File: src/hdl/itm_pkg.sv
package itm_pkg;

	// ==========================================================
	// Sizes
	localparam int MAX_INPUTS = 8;
	localparam int SRC_W = 3;
	localparam int REG_ADDR_W = 6;
	localparam int MSG_ADDR_W = 12;

	// ==========================================================
	// Register map: address = {input index, slot}
	localparam logic [2:0] SLOT_PRI_ADDR = 3'h0;
	localparam logic [2:0] SLOT_PRI_TYPE = 3'h1;
	localparam logic [2:0] SLOT_EDGE_SEL = 3'h2;
	localparam logic [2:0] SLOT_SEC_ADDR = 3'h3;
	localparam logic [2:0] SLOT_SEC_TYPE = 3'h4;
	localparam logic [2:0] SLOT_STATUS = 3'h5;
	localparam logic [7:0] CFG_RESET = 8'h00;
	localparam logic [7:0] READ_ZERO = 8'h00;

	// ==========================================================
	// Type value fields
	localparam int TYPE_INVERT_BIT = 7;
	localparam int TYPE_TOGGLE_BIT = 6;
	localparam int TYPE_SENSOR_BIT = 5;
	localparam int TYPE_FEEDBACK_BIT = 4;
	localparam int TYPE_EXT_MSB = 3;
	localparam logic [3:0] EXT_MAX = 4'h9;

	// ==========================================================
	// Edge select fields
	localparam int EDGE_PRI_RISE_BIT = 0;
	localparam int EDGE_PRI_FALL_BIT = 1;
	localparam int EDGE_SEC_RISE_BIT = 2;
	localparam int EDGE_SEC_FALL_BIT = 3;

	// ==========================================================
	// Status slot fields
	localparam int STAT_LEVEL_BIT = 0;
	localparam int STAT_TOGGLE_BIT = 1;
	localparam int STAT_PEND_PRI_BIT = 2;
	localparam int STAT_PEND_SEC_BIT = 3;

	// ==========================================================
	// Reset levels and limits
	localparam logic INPUT_IDLE_LEVEL = 1'b1;
	localparam logic TOGGLE_RESET = 1'b0;
	localparam logic [MSG_ADDR_W-1:0] MSG_ADDR_MAX = 12'h9ff;

	typedef enum logic [1:0] {
		KIND_SWITCH,
		KIND_FEEDBACK,
		KIND_SENSOR
	} itm_kind_type;

	typedef struct packed {
		logic [REG_ADDR_W-1:0] addr;
		logic [7:0] wdata;
		logic wr;
		logic rd;
	} itm_reg_req_type;

	typedef struct packed {
		itm_kind_type kind;
		logic [MSG_ADDR_W-1:0] addr;
		logic state;
		logic [SRC_W-1:0] src;
		logic secondary;
	} itm_msg_type;

endpackage

File: src/hdl/itm_messenger.sv
// Our own choices: the placing of the registers and the address-and-strobe port.
`timescale 1ns/10ps
module itm_messenger
	import itm_pkg::*;
#(
	parameter int NUM_INPUTS = MAX_INPUTS
) (
	// Clock and reset
	input wire logic sys_clk_in,
	input wire logic rst_b_in,
	// Input pins
	input wire logic [NUM_INPUTS-1:0] sense_in,
	// Register port
	input wire itm_reg_req_type reg_req_in,
	output logic [7:0] rd_data_out,
	// Message port towards the serial bus
	output logic msg_valid_out,
	output itm_msg_type msg_out,
	input wire logic msg_ready_in
);

	// ==========================================================
	// Parameter check
	if (NUM_INPUTS < 1 || NUM_INPUTS > MAX_INPUTS) begin : g_bad_inputs
		$error("NUM_INPUTS must lie between 1 and MAX_INPUTS");
	end

	// ==========================================================
	// Configuration storage
	logic [7:0] cfg_pri_addr [NUM_INPUTS];
	logic [7:0] cfg_pri_type [NUM_INPUTS];
	logic [7:0] cfg_edge_sel [NUM_INPUTS];
	logic [7:0] cfg_sec_addr [NUM_INPUTS];
	logic [7:0] cfg_sec_type [NUM_INPUTS];

	// ==========================================================
	// Input and message state
	logic [NUM_INPUTS-1:0] sync_a;
	logic [NUM_INPUTS-1:0] sync_b;
	logic [NUM_INPUTS-1:0] level;
	logic [NUM_INPUTS-1:0] rise;
	logic [NUM_INPUTS-1:0] fall;
	logic [NUM_INPUTS-1:0] fire_pri;
	logic [NUM_INPUTS-1:0] fire_sec;
	logic [NUM_INPUTS-1:0] pend_pri;
	logic [NUM_INPUTS-1:0] pend_sec;
	logic [NUM_INPUTS-1:0] pri_lvl;
	logic [NUM_INPUTS-1:0] sec_lvl;
	logic [NUM_INPUTS-1:0] tog;
	logic msg_valid;
	itm_msg_type msg;
	logic [7:0] rd_data;

	logic found;
	logic [SRC_W-1:0] sel_idx;
	logic sel_sec;
	logic [7:0] sel_type;
	logic [7:0] sel_base;
	logic sel_lvl;
	logic sel_tog_mode;
	logic [3:0] sel_ext;
	logic msg_load;
	itm_msg_type next_msg;

	logic [SRC_W-1:0] req_idx;
	logic [2:0] req_slot;
	logic req_hit;

	assign req_idx = reg_req_in.addr[REG_ADDR_W-1:3];
	assign req_slot = reg_req_in.addr[2:0];
	assign req_hit = (32'(req_idx) < NUM_INPUTS);

	// ==========================================================
	// Pin synchroniser; idle level avoids a false edge after reset
	always_ff @(posedge sys_clk_in or negedge rst_b_in) begin
		if (!rst_b_in) begin
			sync_a <= {NUM_INPUTS{INPUT_IDLE_LEVEL}};
			sync_b <= {NUM_INPUTS{INPUT_IDLE_LEVEL}};
			level <= {NUM_INPUTS{INPUT_IDLE_LEVEL}};
		end else begin
			sync_a <= sense_in;
			sync_b <= sync_a;
			level <= sync_b;
		end
	end

	// ==========================================================
	// Edge detection and trigger selection
	assign rise = sync_b & ~level;
	assign fall = ~sync_b & level;

	always_comb begin
		for (int i = 0; i < NUM_INPUTS; i++) begin
			fire_pri[i] = (rise[i] & cfg_edge_sel[i][EDGE_PRI_RISE_BIT]) |
				(fall[i] & cfg_edge_sel[i][EDGE_PRI_FALL_BIT]);
			fire_sec[i] = (rise[i] & cfg_edge_sel[i][EDGE_SEC_RISE_BIT]) |
				(fall[i] & cfg_edge_sel[i][EDGE_SEC_FALL_BIT]);
		end
	end

	// ==========================================================
	// Register writes, one value group per input
	always_ff @(posedge sys_clk_in or negedge rst_b_in) begin
		if (!rst_b_in) begin
			for (int i = 0; i < NUM_INPUTS; i++) begin
				cfg_pri_addr[i] <= CFG_RESET;
				cfg_pri_type[i] <= CFG_RESET;
				cfg_edge_sel[i] <= CFG_RESET;
				cfg_sec_addr[i] <= CFG_RESET;
				cfg_sec_type[i] <= CFG_RESET;
			end
		end else if (reg_req_in.wr && req_hit) begin
			case (req_slot)
				SLOT_PRI_ADDR: cfg_pri_addr[req_idx] <= reg_req_in.wdata;
				SLOT_PRI_TYPE: cfg_pri_type[req_idx] <= reg_req_in.wdata;
				SLOT_EDGE_SEL: cfg_edge_sel[req_idx] <= reg_req_in.wdata;
				SLOT_SEC_ADDR: cfg_sec_addr[req_idx] <= reg_req_in.wdata;
				SLOT_SEC_TYPE: cfg_sec_type[req_idx] <= reg_req_in.wdata;
				default: ;
			endcase
		end
	end

	// ==========================================================
	// Register reads; data valid only in the cycle after the strobe
	always_ff @(posedge sys_clk_in or negedge rst_b_in) begin
		if (!rst_b_in) begin
			rd_data <= READ_ZERO;
		end else if (reg_req_in.rd && req_hit) begin
			case (req_slot)
				SLOT_PRI_ADDR: rd_data <= cfg_pri_addr[req_idx];
				SLOT_PRI_TYPE: rd_data <= cfg_pri_type[req_idx];
				SLOT_EDGE_SEL: rd_data <= cfg_edge_sel[req_idx];
				SLOT_SEC_ADDR: rd_data <= cfg_sec_addr[req_idx];
				SLOT_SEC_TYPE: rd_data <= cfg_sec_type[req_idx];
				SLOT_STATUS: begin
					rd_data <= READ_ZERO;
					rd_data[STAT_LEVEL_BIT] <= level[req_idx];
					rd_data[STAT_TOGGLE_BIT] <= tog[req_idx];
					rd_data[STAT_PEND_PRI_BIT] <= pend_pri[req_idx];
					rd_data[STAT_PEND_SEC_BIT] <= pend_sec[req_idx];
				end
				default: rd_data <= READ_ZERO;
			endcase
		end else begin
			rd_data <= READ_ZERO;
		end
	end

	// ==========================================================
	// Pick the lowest input with work; its primary always goes first
	always_comb begin
		found = 1'b0;
		sel_idx = '0;
		sel_sec = 1'b0;
		for (int i = 0; i < NUM_INPUTS; i++) begin
			if (!found && (pend_pri[i] || pend_sec[i])) begin
				found = 1'b1;
				sel_idx = SRC_W'(i);
				sel_sec = !pend_pri[i];
			end
		end
	end

	// ==========================================================
	// Message assembly
	always_comb begin
		sel_type = sel_sec ? cfg_sec_type[sel_idx] : cfg_pri_type[sel_idx];
		sel_base = sel_sec ? cfg_sec_addr[sel_idx] : cfg_pri_addr[sel_idx];
		sel_lvl = sel_sec ? sec_lvl[sel_idx] : pri_lvl[sel_idx];
		// Toggle only counts for a primary switch command; secondary bit is ignored
		sel_tog_mode = !sel_sec && sel_type[TYPE_TOGGLE_BIT] &&
			!sel_type[TYPE_SENSOR_BIT] && !sel_type[TYPE_FEEDBACK_BIT];
		// Out-of-range selectors fall back to no extension
		sel_ext = (sel_type[TYPE_EXT_MSB:0] > EXT_MAX) ? 4'h0 : sel_type[TYPE_EXT_MSB:0];
		next_msg.addr = {4'h0, sel_base} + {sel_ext, 8'h00};
		if (sel_type[TYPE_SENSOR_BIT]) begin
			next_msg.kind = KIND_SENSOR;
		end else if (sel_type[TYPE_FEEDBACK_BIT]) begin
			next_msg.kind = KIND_FEEDBACK;
		end else begin
			next_msg.kind = KIND_SWITCH;
		end
		next_msg.state = (sel_tog_mode ? ~tog[sel_idx] : sel_lvl) ^
			sel_type[TYPE_INVERT_BIT];
		next_msg.src = sel_idx;
		next_msg.secondary = sel_sec;
	end

	assign msg_load = found && (!msg_valid || msg_ready_in);

	// ==========================================================
	// Pending messages; a new edge wins over the clear by a send
	always_ff @(posedge sys_clk_in or negedge rst_b_in) begin
		if (!rst_b_in) begin
			pend_pri <= '0;
			pend_sec <= '0;
			pri_lvl <= '0;
			sec_lvl <= '0;
		end else begin
			for (int i = 0; i < NUM_INPUTS; i++) begin
				if (fire_pri[i]) begin
					pend_pri[i] <= 1'b1;
					pri_lvl[i] <= sync_b[i];
				end else if (msg_load && !sel_sec && 32'(sel_idx) == i) begin
					pend_pri[i] <= 1'b0;
				end
				if (fire_sec[i]) begin
					pend_sec[i] <= 1'b1;
					sec_lvl[i] <= sync_b[i];
				end else if (msg_load && sel_sec && 32'(sel_idx) == i) begin
					pend_sec[i] <= 1'b0;
				end
			end
		end
	end

	// ==========================================================
	// Toggle memory, flips on each toggled primary sent
	always_ff @(posedge sys_clk_in or negedge rst_b_in) begin
		if (!rst_b_in) begin
			tog <= {NUM_INPUTS{TOGGLE_RESET}};
		end else if (msg_load && sel_tog_mode) begin
			tog[sel_idx] <= ~tog[sel_idx];
		end
	end

	// ==========================================================
	// Output message register, held until the bus takes it
	always_ff @(posedge sys_clk_in or negedge rst_b_in) begin
		if (!rst_b_in) begin
			msg_valid <= 1'b0;
			msg <= '0;
		end else if (msg_load) begin
			msg_valid <= 1'b1;
			msg <= next_msg;
		end else if (msg_ready_in) begin
			msg_valid <= 1'b0;
		end
	end

	assign msg_valid_out = msg_valid;
	assign msg_out = msg;
	assign rd_data_out = rd_data;

	// ==========================================================
	// Checks
	for (genvar g = 0; g < NUM_INPUTS; g++) begin : g_chk
		AST_PRI_ON_RISE: assert property (
			@(posedge sys_clk_in) disable iff (!rst_b_in)
			rise[g] && cfg_edge_sel[g][EDGE_PRI_RISE_BIT] |=> pend_pri[g])
			else $error("primary not queued on rising edge");
		AST_PRI_OFF: assert property (
			@(posedge sys_clk_in) disable iff (!rst_b_in)
			!pend_pri[g] && cfg_edge_sel[g][1:0] == 2'h0 |=> !pend_pri[g])
			else $error("primary queued while suppressed");
		AST_SEC_ON_FALL: assert property (
			@(posedge sys_clk_in) disable iff (!rst_b_in)
			fall[g] && cfg_edge_sel[g][EDGE_SEC_FALL_BIT] |=> pend_sec[g])
			else $error("secondary not queued on falling edge");
		AST_FALL_FROM_PIN: assert property (
			@(posedge sys_clk_in) disable iff (!rst_b_in)
			fall[g] |-> $past(sync_b[g]) && !sync_b[g])
			else $error("falling edge without high to low change");
		AST_PRI_ON_FALL: assert property (
			@(posedge sys_clk_in) disable iff (!rst_b_in)
			fall[g] && cfg_edge_sel[g][EDGE_PRI_FALL_BIT] |=> pend_pri[g])
			else $error("primary not queued on falling edge");
		AST_SEC_ON_RISE: assert property (
			@(posedge sys_clk_in) disable iff (!rst_b_in)
			rise[g] && cfg_edge_sel[g][EDGE_SEC_RISE_BIT] |=> pend_sec[g])
			else $error("secondary not queued on rising edge");
		AST_SEC_OFF: assert property (
			@(posedge sys_clk_in) disable iff (!rst_b_in)
			!pend_sec[g] && cfg_edge_sel[g][EDGE_SEC_FALL_BIT:EDGE_SEC_RISE_BIT] == 2'h0 |=>
				!pend_sec[g])
			else $error("secondary queued while suppressed");
		AST_RISE_FROM_PIN: assert property (
			@(posedge sys_clk_in) disable iff (!rst_b_in)
			rise[g] |-> !$past(sync_b[g]) && sync_b[g])
			else $error("rising edge without low to high change");
	end

	AST_PRI_FIRST: assert property (
		@(posedge sys_clk_in) disable iff (!rst_b_in)
		msg_load && sel_sec |-> !pend_pri[sel_idx])
		else $error("secondary sent ahead of primary");
	AST_ADDR_RANGE: assert property (
		@(posedge sys_clk_in) disable iff (!rst_b_in)
		msg_valid |-> msg.addr <= MSG_ADDR_MAX)
		else $error("message address beyond extension range");
	AST_SENSOR_KIND: assert property (
		@(posedge sys_clk_in) disable iff (!rst_b_in)
		msg_load && sel_type[TYPE_SENSOR_BIT] |=> msg_valid && msg.kind == KIND_SENSOR)
		else $error("sensor type not sent as sensor");
	AST_INVERT: assert property (
		@(posedge sys_clk_in) disable iff (!rst_b_in)
		msg_load && !sel_tog_mode && sel_type[TYPE_INVERT_BIT] |=>
			msg.state == !$past(sel_lvl))
		else $error("inverted state not applied");
	AST_TOGGLE_FLIP: assert property (
		@(posedge sys_clk_in) disable iff (!rst_b_in)
		msg_load && sel_tog_mode |=> tog[$past(sel_idx)] != $past(tog[sel_idx]))
		else $error("toggle state did not flip");
	AST_HOLD: assert property (
		@(posedge sys_clk_in) disable iff (!rst_b_in)
		msg_valid && !msg_ready_in |=> msg_valid && $stable(msg))
		else $error("message dropped before acceptance");
	AST_FEEDBACK_KIND: assert property (
		@(posedge sys_clk_in) disable iff (!rst_b_in)
		msg_load && !sel_type[TYPE_SENSOR_BIT] && sel_type[TYPE_FEEDBACK_BIT] |=>
			msg.kind == KIND_FEEDBACK)
		else $error("feedback type not sent as feedback");
	AST_SWITCH_KIND: assert property (
		@(posedge sys_clk_in) disable iff (!rst_b_in)
		msg_load && !sel_type[TYPE_SENSOR_BIT] && !sel_type[TYPE_FEEDBACK_BIT] |=>
			msg.kind == KIND_SWITCH)
		else $error("switch type not sent as switch command");
	AST_STATE_LEVEL: assert property (
		@(posedge sys_clk_in) disable iff (!rst_b_in)
		msg_load && !sel_tog_mode && !sel_type[TYPE_INVERT_BIT] |=>
			msg.state == $past(sel_lvl))
		else $error("normal state does not follow the input");
	AST_EXT_ADD: assert property (
		@(posedge sys_clk_in) disable iff (!rst_b_in)
		msg_load && sel_type[TYPE_EXT_MSB:0] <= EXT_MAX |=>
			msg.addr[7:0] == $past(sel_base) &&
			msg.addr[MSG_ADDR_W-1:8] == $past(sel_type[TYPE_EXT_MSB:0]))
		else $error("address extension not applied");
	AST_SEC_NO_TOGGLE: assert property (
		@(posedge sys_clk_in) disable iff (!rst_b_in)
		msg_load && sel_sec |=> $stable(tog))
		else $error("secondary message moved the toggle state");
	AST_RD_IDLE: assert property (
		@(posedge sys_clk_in) disable iff (!rst_b_in)
		!reg_req_in.rd |=> rd_data == READ_ZERO)
		else $error("read data present without a read");

endmodule

File: config.mk
export PLATFORM = sky130hd
export DESIGN_NAME = itm_messenger
export DESIGN_NICKNAME = d
export VERILOG_FILES = /design/src/hdl/itm_pkg.sv /design/src/hdl/itm_messenger.sv
export SDC_FILE = /design/constraint.sdc
export NUM_CORES = 1
export LEC_CHECK = 0
export ABC_AREA = 0
export BUFFER_PORTS_ARGS = -buffer_cell sky130_fd_sc_hd__buf_2
export CELL_PAD_IN_SITES_DETAIL_PLACEMENT = 0
export CELL_PAD_IN_SITES_GLOBAL_PLACEMENT = 1
export CORE_AREA = 2 2 246 248
export DETAILED_ROUTE_END_ITERATION = 6
export DIE_AREA = 0 0 248 250
export MAX_ROUTING_LAYER = met4
export PLACE_DENSITY = 0.66
export SYNTH_ARGS = -nofsm -noshare
export SYNTH_HDL_FRONTEND = slang
export SYNTH_SLANG_ARGS = --single-unit
File: constraint.sdc
create_clock -name sys_clk_in -period 4.4 [get_ports sys_clk_in]
set_input_delay 0.88 -clock sys_clk_in [delete_from_list [all_inputs] [get_ports sys_clk_in]]
set_output_delay 0.88 -clock sys_clk_in [all_outputs]
set_load 0.01 [all_outputs]
==> results of run 1 <==
through the flow:
| step | util (%) | setup WS [ps] |
|---|---|---|
| after floorplan | - | 1170 |
| after global placement | 37.1 | 595 |
| after detailed placement | 37.1 | 587 |
| after CTS | 39.7 | 596 |
| after global routing | 39.7 | 341 |
| final | 39.7 | 596 |
layout make-up:
cell class	count	area, sq um
clock inverters	11	184
multi-input cells	1306	9720
flip-flops and latches	412	10300
fillers	5748	35900
clock buffers	73	1390
inverters	22	82.6
well taps	782	978
repair buffers	131	971
diodes	2	5.00
sequential cells by signal, indices dropped and copies added, names as in the netlist, 19 cells and up:
register      count
cfg_sec_addr     64
cfg_pri_addr     64
cfg_edge_sel     64
msg_out          19
cfg_sec_type     64
cfg_pri_type     64
layout by cell type, fill, tap and decap left out, drive strengths merged, types with 6 or more instances in the layout:
| cell | synthesis | final |
|---|---|---|
| a211oi | 13 | 13 |
| a21oi | 43 | 43 |
| a221oi | 27 | 27 |
| a22o | 23 | 23 |
| a22oi | 133 | 133 |
| a311oi | 29 | 29 |
| a31o | 8 | 8 |
| a31oi | 24 | 24 |
| and3 | 44 | 44 |
| buf | 37 | 131 |
| clkbuf | 108 | 73 |
| dfrtp | 388 | 388 |
| dfstp | 24 | 24 |
| inv | 22 | 23 |
| mux2 | 333 | 333 |
| mux2i | 19 | 19 |
| nand2 | 253 | 253 |
| nand3 | 73 | 73 |
| nand3b | 14 | 14 |
| nand4 | 29 | 29 |
| nor2 | 35 | 35 |
| nor2b | 7 | 7 |
| nor3 | 9 | 9 |
| o211ai | 21 | 21 |
| o21ai | 85 | 85 |
| o22ai | 7 | 7 |
| o311ai | 6 | 6 |
| o31ai | 9 | 9 |
cells by family (layout without fill, tap and decap cells):
group / count (synthesis) / in the layout
multiplexers: 352 / 352
flip-flops: 412 / 412
buffers and inverters: 167 / 237
AO/OA/AOI/OAI: 461 / 461
AND/OR/NAND/NOR: 493 / 493
other: 0 / 2
cell usage after synthesis (all sizes together), types with 29 or more instances:
master / instances / area [sq um]
nand3: 73 / 378
nor2: 35 / 131
a21oi: 43 / 219
and3: 44 / 275
buf: 37 / 189
o21ai: 85 / 429
mux2: 333 / 3750
a22oi: 133 / 998
clkbuf: 108 / 405
a311oi: 29 / 272
nand4: 29 / 181
dfrtp: 388 / 9710
nand2: 253 / 957
power breakdown:
| group | total (W) | switching, W | internal, W |
|---|---|---|---|
| logic | 0.00464 | 0.00300 | 0.00164 |
| clock network | 0.00408 | 0.00162 | 0.00246 |
| registers | 0.00493 | 0.000573 | 0.00436 |
worst min path at each step:
| stage | slack (ps) | to | from | depth (start not counted) |
|---|---|---|---|---|
| after floorplan | 350 | sync_b[0] | sync_a[0] | 0 |
| final | 350 | sync_b[6] | sync_a[6] | 0 |
| after global placement | 350 | sync_b[3] | sync_a[3] | 0 |
| after global routing | 350 | sync_b[6] | sync_a[6] | 0 |
| after detailed placement | 350 | sync_b[7] | sync_a[7] | 0 |
| after CTS | 350 | sync_b[6] | sync_a[6] | 0 |
metal layers:
| metal | global-route usage (%) | up-vias | wire (microns) |
|---|---|---|---|
| li1 | - | 7150 | - |
| met1 | 35.8 | 8732 | 34100 |
| met2 | 38.2 | 811 | 34900 |
| met3 | 4.61 | 144 | 5890 |
| met4 | 7.49 | 0 | 2340 |
| met5 | - | - | 0 |
==> flow_summary.html, run 1 <==
<table>
<tr><th>Metric</th><th>Value</th></tr>
<tr><th colspan="2">Timing</th></tr>
<tr><td>Worst hold slack</td><td>346 ps</td></tr>
<tr><td>Period Utilization, post-route</td><td>86.5%</td></tr>
<tr><td>Peak clock frequency supported by timing</td><td>around 260 MHz</td></tr>
<tr><td>Worst-case clock skew</td><td>between 15 and 20 ps</td></tr>
<tr><td>RSZ-0062 raised after global routing</td><td>no</td></tr>
<tr><td>Transition time of the tightest slew-check pin</td><td>between 1000 and 1500 ps</td></tr>
<tr><td>Max-slew violation count</td><td>0</td></tr>
<tr><td>Sum of negative setup slack</td><td>0 ps</td></tr>
<tr><td>Final setup violation count</td><td>0</td></tr>
<tr><td>Worst-case headroom to the max-slew limit</td><td>31.5%</td></tr>
<tr><td>Final hold viol count</td><td>0</td></tr>
<tr><td>Time the worst path needs with I/O delays and setup</td><td>about 3800 ps</td></tr>
<tr><th colspan="2">Critical path</th></tr>
<tr><td>Cell at the slowest stage of the critical path</td><td>or4_4</td></tr>
<tr><td>Crit. Startpoint</td><td>pend_pri[1]</td></tr>
<tr><td>R2r worst-path depth</td><td>9</td></tr>
<tr><td>Classification of the worst setup path</td><td>reg2reg</td></tr>
<tr><td>Element type at the critical path end</td><td>flip-flop</td></tr>
<tr><td>Reg2reg setup slack</td><td>a little under 600 ps</td></tr>
<tr><td>Worst path max stage delay</td><td>roughly 670 ps</td></tr>
<tr><td>Data required, critical path</td><td>about 5000 ps</td></tr>
<tr><td>Kind of cell with the highest combined delay on the critical path</td><td>simple AND/OR/NAND/NOR gates</td></tr>
<tr><td>Buffering stage count on the worst path with inverters included</td><td>1</td></tr>
<tr><td>Total stage count of the critical path</td><td>9</td></tr>
<tr><td>Data arrival time at the worst-slack endpoint</td><td>between 4000 and 5000 ps</td></tr>
<tr><td>Highest net fanout along the worst path</td><td>19</td></tr>
<tr><td>CP Launch Type</td><td>flip-flop</td></tr>
<tr><td>Cells along the critical path</td><td>or4_4 &gt; nor4_4 &gt; o21ai_2 &gt; nand2_4 &gt; buf_4 &gt; nand3_1 &gt; a311oi_1 &gt; a21oi_1 &gt; o41ai_1</td></tr>
<tr><td>Reg2reg start</td><td>pend_pri[1]</td></tr>
<tr><td>Worst setup path endpoint</td><td>msg_out[17]</td></tr>
<tr><td>Capture instance of the worst register-to-register path</td><td>msg_out[17]</td></tr>
<tr><th colspan="2">Clock tree</th></tr>
<tr><td>TritonCTS buffer count</td><td>between 40 and 50</td></tr>
<tr><td>Cts repair resizes</td><td>0</td></tr>
<tr><td>Clock tree from TritonCTS</td><td>done</td></tr>
<tr><td>Clock insertion delay at the later pin of the skew report</td><td>590 ps</td></tr>
<tr><td>Number of buffers inserted to repair setup after CTS</td><td>0</td></tr>
<tr><td>Buffers from clock root to sink, at most</td><td>3</td></tr>
<tr><td>CTS Hold Bufs</td><td>0</td></tr>
<tr><td>CTS Sinks</td><td>about 410</td></tr>
<tr><td>Number of H-tree levels</td><td>2</td></tr>
<tr><td>Root Driver</td><td>clkbuf_16</td></tr>
<tr><td>Clock transition at path regs</td><td>about 60 ps</td></tr>
<tr><th colspan="2">GRT</th></tr>
<tr><td>First-pass GRT wire length</td><td>115000 microns</td></tr>
<tr><td>Global-route total usage across every layer</td><td>between 20% and 30%</td></tr>
<tr><td>Number of antenna violations at the first check in global routing</td><td>1</td></tr>
<tr><td>Largest net degree at the start of global routing</td><td>around 100</td></tr>
<tr><td>Global-route congestion overflow total</td><td>0</td></tr>
<tr><td>Vias in the first global route</td><td>between 15000 and 20000</td></tr>
<tr><th colspan="2">Pwr</th></tr>
<tr><td>Power per cell area</td><td>roughly 580 mW/mm^2</td></tr>
<tr><td>Maximum ir drop on the vdd rail</td><td>just under 300 uV</td></tr>
<tr><td>Pleak</td><td>10.2 nW</td></tr>
<tr><td>Total design power</td><td>around 0.014 W</td></tr>
<tr><th colspan="2">Synth</th></tr>
<tr><td>Synthesized instance count</td><td>1885</td></tr>
<tr><td>Synth async-reset ratio</td><td>100%</td></tr>
<tr><td>Syn Area/Cell</td><td>11.0 sq um</td></tr>
<tr><td>Portion of the post-synthesis area used by sequential elements</td><td>between 50% and 60%</td></tr>
<tr><td>Combinational family with the most area after synthesis</td><td>multiplexers</td></tr>
<tr><td>Total number of yosys warnings</td><td>0</td></tr>
<tr><td>Area fraction in compound gates after synthesis</td><td>between 10% and 20%</td></tr>
<tr><td>Count of flip-flops with a built-in enable after synthesis</td><td>0</td></tr>
<tr><td>Share of synthesized cell area in full adder, half adder and majority cells</td><td>0%</td></tr>
<tr><td>Count of unique library cells instantiated by Yosys</td><td>between 70 and 80</td></tr>
<tr><td>Syn Nets</td><td>approximately 1900</td></tr>
<tr><td>Flip-flop and latch count after synthesis</td><td>412</td></tr>
<tr><td>Share of cell area taken by muxes after synthesis</td><td>a little under a fifth</td></tr>
<tr><td>Post-synth design cell area</td><td>around 0.021 sq mm</td></tr>
<tr><td>Synth Flop Type</td><td>dfrtp_1</td></tr>
<tr><td>Post-synthesis share of cell area spent on and, or, nand and nor gates</td><td>a little under an eighth</td></tr>
<tr><td>Xor/xnor share of the synthesized area</td><td>0%</td></tr>
<tr><th colspan="2">Route</th></tr>
<tr><td>Number of violations reported at the end of detailed-routing iteration 0</td><td>about 1800</td></tr>
<tr><td>Via-per-instance ratio</td><td>between 6 and 7</td></tr>
<tr><td>Count of vias placed by the detailed router</td><td>16837</td></tr>
<tr><td>Detailed Routing Iterations Pass 1</td><td>5</td></tr>
<tr><td>Routed wire length</td><td>77200 microns</td></tr>
<tr><td>Routed len/inst</td><td>28.2 microns</td></tr>
<tr><td>Residual DRC</td><td>0</td></tr>
<tr><td>Antenna-violating nets left</td><td>0</td></tr>
<tr><th colspan="2">Place</th></tr>
<tr><td>RD Place Congestion</td><td>between 0.9 and 1</td></tr>
<tr><td>Detailed placement HPWL</td><td>between 50000 and 60000 microns</td></tr>
<tr><td>IO buf count</td><td>54</td></tr>
<tr><td>Standard cell area after detailed placement</td><td>0.0221 sq mm</td></tr>
<tr><td>Cells after DPL</td><td>2653</td></tr>
<tr><th colspan="2">Min path</th></tr>
<tr><td>Worst min-delay path category</td><td>reg2reg</td></tr>
<tr><th colspan="2">Floorplan</th></tr>
<tr><td>Chip Width</td><td>between 200 and 250 microns</td></tr>
<tr><td>Initial cell density of the core</td><td>between 30 and 40%</td></tr>
<tr><td>Standard-cell row count</td><td>90</td></tr>
<tr><td>Total Die Area</td><td>around 0.062 sq mm</td></tr>
<tr><td>Floorplan die height</td><td>between 200 and 300 microns</td></tr>
<tr><td>Core outline area</td><td>between 0.05 and 0.06 sq mm</td></tr>
<tr><td>Top-Level Pins</td><td>between 50 and 60</td></tr>
<tr><th colspan="2">Layout</th></tr>
<tr><td>Proportion of layout cells with a drive suffix above 1</td><td>between 30% and 40%</td></tr>
<tr><td>Summed area of non-filler cells in the final layout</td><td>approximately 0.024 sq mm</td></tr>
<tr><td>Number of nets in the layout</td><td>about 2000</td></tr>
<tr><td>Post-route insts no fill</td><td>about 2700</td></tr>
<tr><td>Post-synthesis to final-layout area growth</td><td>14.7%</td></tr>
<tr><th colspan="2">Status</th></tr>
<tr><td>Run status</td><td>completed</td></tr>
<tr><th colspan="2">Run</th></tr>
<tr><td>Number of maximum-capacitance violations</td><td>0</td></tr>
</table>
Power figures use the tool's default switching activity.
==> inputs of run 2 (changes only) <==
CELL_PAD_IN_SITES_DETAIL_PLACEMENT = unset   (was 0)
CELL_PAD_IN_SITES_GLOBAL_PLACEMENT = unset   (was 1)
PLACE_DENSITY = 0.58   (was 0.66)
==> run 2 against run 1 <==
Power decreased by 0.70%. Flip-flop and latch count is the same. Via count grew 0.27%. First-iteration DRC count down 10%. Register-to-register slack improved by 60 ps. Maximum frequency up 1.7%. Clock skew is 4.1 ps lower. Critical path type unchanged. Critical endpoint is now msg_out[4]. Largest cell class unchanged. Highest routed layer unchanged.
==> flow_summary.html, run 2 (synthesized netlist as in run 1, its figures left out) <==
<table>
<tr><th>Metric</th><th>Value</th></tr>
<tr><th colspan="2">Status</th></tr>
<tr><td>Run status</td><td>completed (unchanged)</td></tr>
<tr><th colspan="2">GRT</th></tr>
<tr><td>First-pass GRT wire length</td><td>110000 microns (was 115000 microns)</td></tr>
<tr><td>Met1 routing resource usage after global routing</td><td>33.3% (was 35.8%)</td></tr>
<tr><td>Number of antenna violations at the first check in global routing</td><td>1 (unchanged)</td></tr>
<tr><td>Most congested layer reported by global routing</td><td>met2 (unchanged)</td></tr>
<tr><td>Vias in the first global route</td><td>16671 (was 16535)</td></tr>
<tr><td>GR met3 Demand/Resource</td><td>4.70% (was 4.61%)</td></tr>
<tr><td>Global-route congestion overflow total</td><td>0 (unchanged)</td></tr>
<tr><td>Global-route total usage across every layer</td><td>24.0% (was 25.7%)</td></tr>
<tr><td>Largest net degree at the start of global routing</td><td>116 (was 104)</td></tr>
<tr><td>GR Layer Usage met2</td><td>34.8% (was 38.2%)</td></tr>
<tr><th colspan="2">Layout</th></tr>
<tr><td>Proportion of layout cells with a drive suffix above 1</td><td>30.6% (was 30.7%)</td></tr>
<tr><td>Most frequent standard cell in the layout excluding fill and tap cells</td><td>dfrtp_1 (unchanged)</td></tr>
<tr><td>Number of nets in the layout</td><td>1933 (was 1947)</td></tr>
<tr><td>Final core utilization</td><td>39.8% (was 39.7%)</td></tr>
<tr><td>Post-synthesis to final-layout area growth</td><td>14.7% (about the same)</td></tr>
<tr><td>Commonest cells after routing, fill and taps aside</td><td>dfrtp_1, mux2_2, nand2_1, a22oi_1, o21ai_0 (unchanged)</td></tr>
<tr><td>Filler cell count</td><td>5661 (was 5748)</td></tr>
<tr><td>Total area of sequential cells</td><td>0.0103 sq mm (unchanged)</td></tr>
<tr><td>Area of the multi-input gates</td><td>0.00972 sq mm (unchanged)</td></tr>
<tr><th colspan="2">Critical path</th></tr>
<tr><td>Reg2reg start</td><td>pend_pri[6] (was pend_pri[1])</td></tr>
<tr><td>Data required, critical path</td><td>4860 ps (was 4880 ps)</td></tr>
<tr><td>Highest net fanout along the worst path</td><td>34 (was 19)</td></tr>
<tr><td>Worst path max stage delay</td><td>730 ps (was 670 ps)</td></tr>
<tr><td>CP Launch Type</td><td>flip-flop (unchanged)</td></tr>
<tr><td>Classification of the worst setup path</td><td>reg2reg (unchanged)</td></tr>
<tr><td>Reg2reg setup slack</td><td>660 ps (was 600 ps)</td></tr>
<tr><td>Cells along the critical path</td><td>or4_1 &gt; a21oi_1 &gt; nand2b_2 &gt; a21oi_2 &gt; a221o_1 &gt; o22ai_2 &gt; nand3_1 &gt; nand4_1 &gt; or3b_1 (was or4_4 &gt; nor4_4 &gt; o21ai_2 &gt; nand2_4 &gt; buf_4 &gt; nand3_1 &gt; a311oi_1 &gt; a21oi_1 &gt; o41ai_1)</td></tr>
<tr><td>Element type at the critical path end</td><td>flip-flop (unchanged)</td></tr>
<tr><td>Data arrival time at the worst-slack endpoint</td><td>4200 ps (was 4280 ps)</td></tr>
<tr><td>Capture instance of the worst register-to-register path</td><td>msg_out[4] (was msg_out[17])</td></tr>
<tr><td>Cell at the slowest stage of the critical path</td><td>nand2b_2 (was or4_4)</td></tr>
<tr><td>R2r worst-path depth</td><td>9 (unchanged)</td></tr>
<tr><th colspan="2">Clock tree</th></tr>
<tr><td>TritonCTS buffer count</td><td>46 (was 47)</td></tr>
<tr><td>Root Driver</td><td>clkbuf_16 (unchanged)</td></tr>
<tr><td>Number of H-tree levels</td><td>2 (unchanged)</td></tr>
<tr><td>Clock tree from TritonCTS</td><td>done (unchanged)</td></tr>
<tr><td>CTS Sinks</td><td>412 (unchanged)</td></tr>
<tr><td>CTS Hold Bufs</td><td>0 (unchanged)</td></tr>
<tr><td>Number of buffers inserted to repair setup after CTS</td><td>0 (unchanged)</td></tr>
<tr><td>Clock insertion delay at the later pin of the skew report</td><td>590 ps (about the same)</td></tr>
<tr><td>Clock transition at path regs</td><td>60 ps (about the same)</td></tr>
<tr><td>Cts repair resizes</td><td>0 (unchanged)</td></tr>
<tr><td>Buffers from clock root to sink, at most</td><td>3 (unchanged)</td></tr>
<tr><th colspan="2">Place</th></tr>
<tr><td>RD Place Congestion</td><td>0.911 (was 0.930)</td></tr>
<tr><td>Detailed placement HPWL</td><td>48000 microns (was 50500 microns)</td></tr>
<tr><td>DP Worst Slack</td><td>722 ps (was 587 ps)</td></tr>
<tr><td>IO buf count</td><td>54 (unchanged)</td></tr>
<tr><th colspan="2">Timing</th></tr>
<tr><td>Transition time of the tightest slew-check pin</td><td>1170 ps (was 1030 ps)</td></tr>
<tr><td>Worst-case headroom to the max-slew limit</td><td>20.6% (was 31.5%)</td></tr>
<tr><td>Worst-case clock skew</td><td>15.2 ps (was 19.3 ps)</td></tr>
<tr><td>RSZ-0062 raised after global routing</td><td>no (unchanged)</td></tr>
<tr><td>Post-route setup slack</td><td>659 ps (was 596 ps)</td></tr>
<tr><td>Time the worst path needs with I/O delays and setup</td><td>3740 ps (was 3800 ps)</td></tr>
<tr><td>Peak clock frequency supported by timing</td><td>267 MHz (was 263 MHz)</td></tr>
<tr><td>Final hold viol count</td><td>0 (unchanged)</td></tr>
<tr><td>Period Utilization, post-route</td><td>85.0% (was 86.5%)</td></tr>
<tr><td>Final setup violation count</td><td>0 (unchanged)</td></tr>
<tr><td>Sum of negative setup slack</td><td>0 ps (unchanged)</td></tr>
<tr><td>Max-slew violation count</td><td>0 (unchanged)</td></tr>
<tr><th colspan="2">Min path</th></tr>
<tr><td>Hold EP</td><td>sync_b[0] (was sync_b[6])</td></tr>
<tr><td>Instance count along the most critical hold path</td><td>0 (unchanged)</td></tr>
<tr><td>Hold wc startpoint</td><td>sync_a[0] (was sync_a[6])</td></tr>
<tr><td>Worst min-delay path category</td><td>reg2reg (unchanged)</td></tr>
<tr><th colspan="2">Route</th></tr>
<tr><td>Via-per-instance ratio</td><td>6.20 (was 6.15)</td></tr>
<tr><td>Antenna-violating nets left</td><td>0 (unchanged)</td></tr>
<tr><td>Residual DRC</td><td>0 (unchanged)</td></tr>
<tr><td>Routed len/inst</td><td>26.7 microns (was 28.2 microns)</td></tr>
<tr><td>Routed wire length</td><td>72600 microns (was 77200 microns)</td></tr>
<tr><td>Number of violations reported at the end of detailed-routing iteration 0</td><td>1629 (was 1820)</td></tr>
<tr><td>Count of vias placed by the detailed router</td><td>16883 (was 16837)</td></tr>
<tr><td>Detailed Routing Iterations Pass 1</td><td>5 (unchanged)</td></tr>
<tr><th colspan="2">Floorplan</th></tr>
<tr><td>Initial cell density of the core</td><td>34.7% (unchanged)</td></tr>
<tr><td>Floorplan die height</td><td>250 microns (unchanged)</td></tr>
<tr><td>Chip Width</td><td>248 microns (unchanged)</td></tr>
<tr><td>Top-Level Pins</td><td>55 (unchanged)</td></tr>
<tr><td>Standard-cell row count</td><td>90 (unchanged)</td></tr>
<tr><td>Total Die Area</td><td>0.0620 sq mm (unchanged)</td></tr>
<tr><td>Core outline area</td><td>0.0596 sq mm (unchanged)</td></tr>
<tr><th colspan="2">Pwr</th></tr>
<tr><td>Fraction of power consumed by the clock network</td><td>30.5% (was 29.9%)</td></tr>
<tr><td>Power per cell area</td><td>572 mW/mm^2 (was 577 mW/mm^2)</td></tr>
<tr><td>Power share of the sequential group</td><td>36.4% (was 36.1%)</td></tr>
<tr><td>Switching power total</td><td>0.00507 W (was 0.00519 W)</td></tr>
<tr><td>Internal power of the cells</td><td>0.00849 W (was 0.00846 W)</td></tr>
<tr><td>Switching share of total power</td><td>37.4% (was 38.0%)</td></tr>
<tr><td>Maximum ir drop on the vdd rail</td><td>298 uV (was 297 uV)</td></tr>
<tr><td>Pleak</td><td>10.2 nW (about the same)</td></tr>
<tr><td>Gate power share</td><td>33.1% (was 34.0%)</td></tr>
<tr><th colspan="2">Run</th></tr>
<tr><td>Number of maximum-capacitance violations</td><td>0 (unchanged)</td></tr>
</table>
[run 2: worst max path at each step]
stage / slack [ps] / endpoint / depth (start not counted) / start
after detailed placement: 720 / tog[5] / 9 / pend_pri[1]
after floorplan: 1170 / tog[5] / 11 / pend_sec[1]
after global placement: 780 / tog[5] / 9 / pend_pri[1]
after CTS: 710 / tog[5] / 9 / pend_pri[1]
final: 660 / msg_out[4] / 9 / pend_pri[6]
after global routing: 470 / msg_out[4] / 9 / pend_pri[6]
[run 2: area by class of cell]
cell class	count	area share, %
clock inverter	17	1.04
antenna	1	0.0106
tap	782	4.13
timing repair buffer	118	4.00
clock buffer	65	5.76
multi-input combinational	1306	41.1
inverter	22	0.349
sequential	412	43.7
[run 2: metal layers]
| layer | routed length (microns) | share of wire [%] |
|---|---|---|
| met5 | 0 | 0 |
| met4 | 2660 | 3.7 |
| met3 | 6310 | 8.7 |
| met2 | 32300 | 45 |
| met1 | 31300 | 43 |
[run 2: metrics by stage]
step	instance area, sq um	hold WS, ps	instances	total power (W)
global route	23700	361	2723	0.0141
detailed placement	22100	347	2640	0.00934
finish	23700	354	2723	0.0136
CTS	23700	355	2722	0.0135
floorplan	20600	345	1885	0.00761
global placement	22100	346	2640	0.00927
[run 2: power groups by stage]
stage	clock, W	sequential, W	combinational (W)
after floorplan	0	0.00477	0.00284
after global placement	0	0.00496	0.00431
after detailed placement	0	0.00498	0.00436
after CTS	0.00419	0.00491	0.00438
after global routing	0.00435	0.00499	0.00477
final	0.00413	0.00494	0.00449
[run 2: critical path: cells and delay by family, from the launching register on]
| kind | cells | cell delay, ps |
|---|---|---|
| and+or+nand+nor | 5 | 1960 |
| DFF | 1 | 450 |
| AOI/OAI and AO/OA | 4 | 1200 |
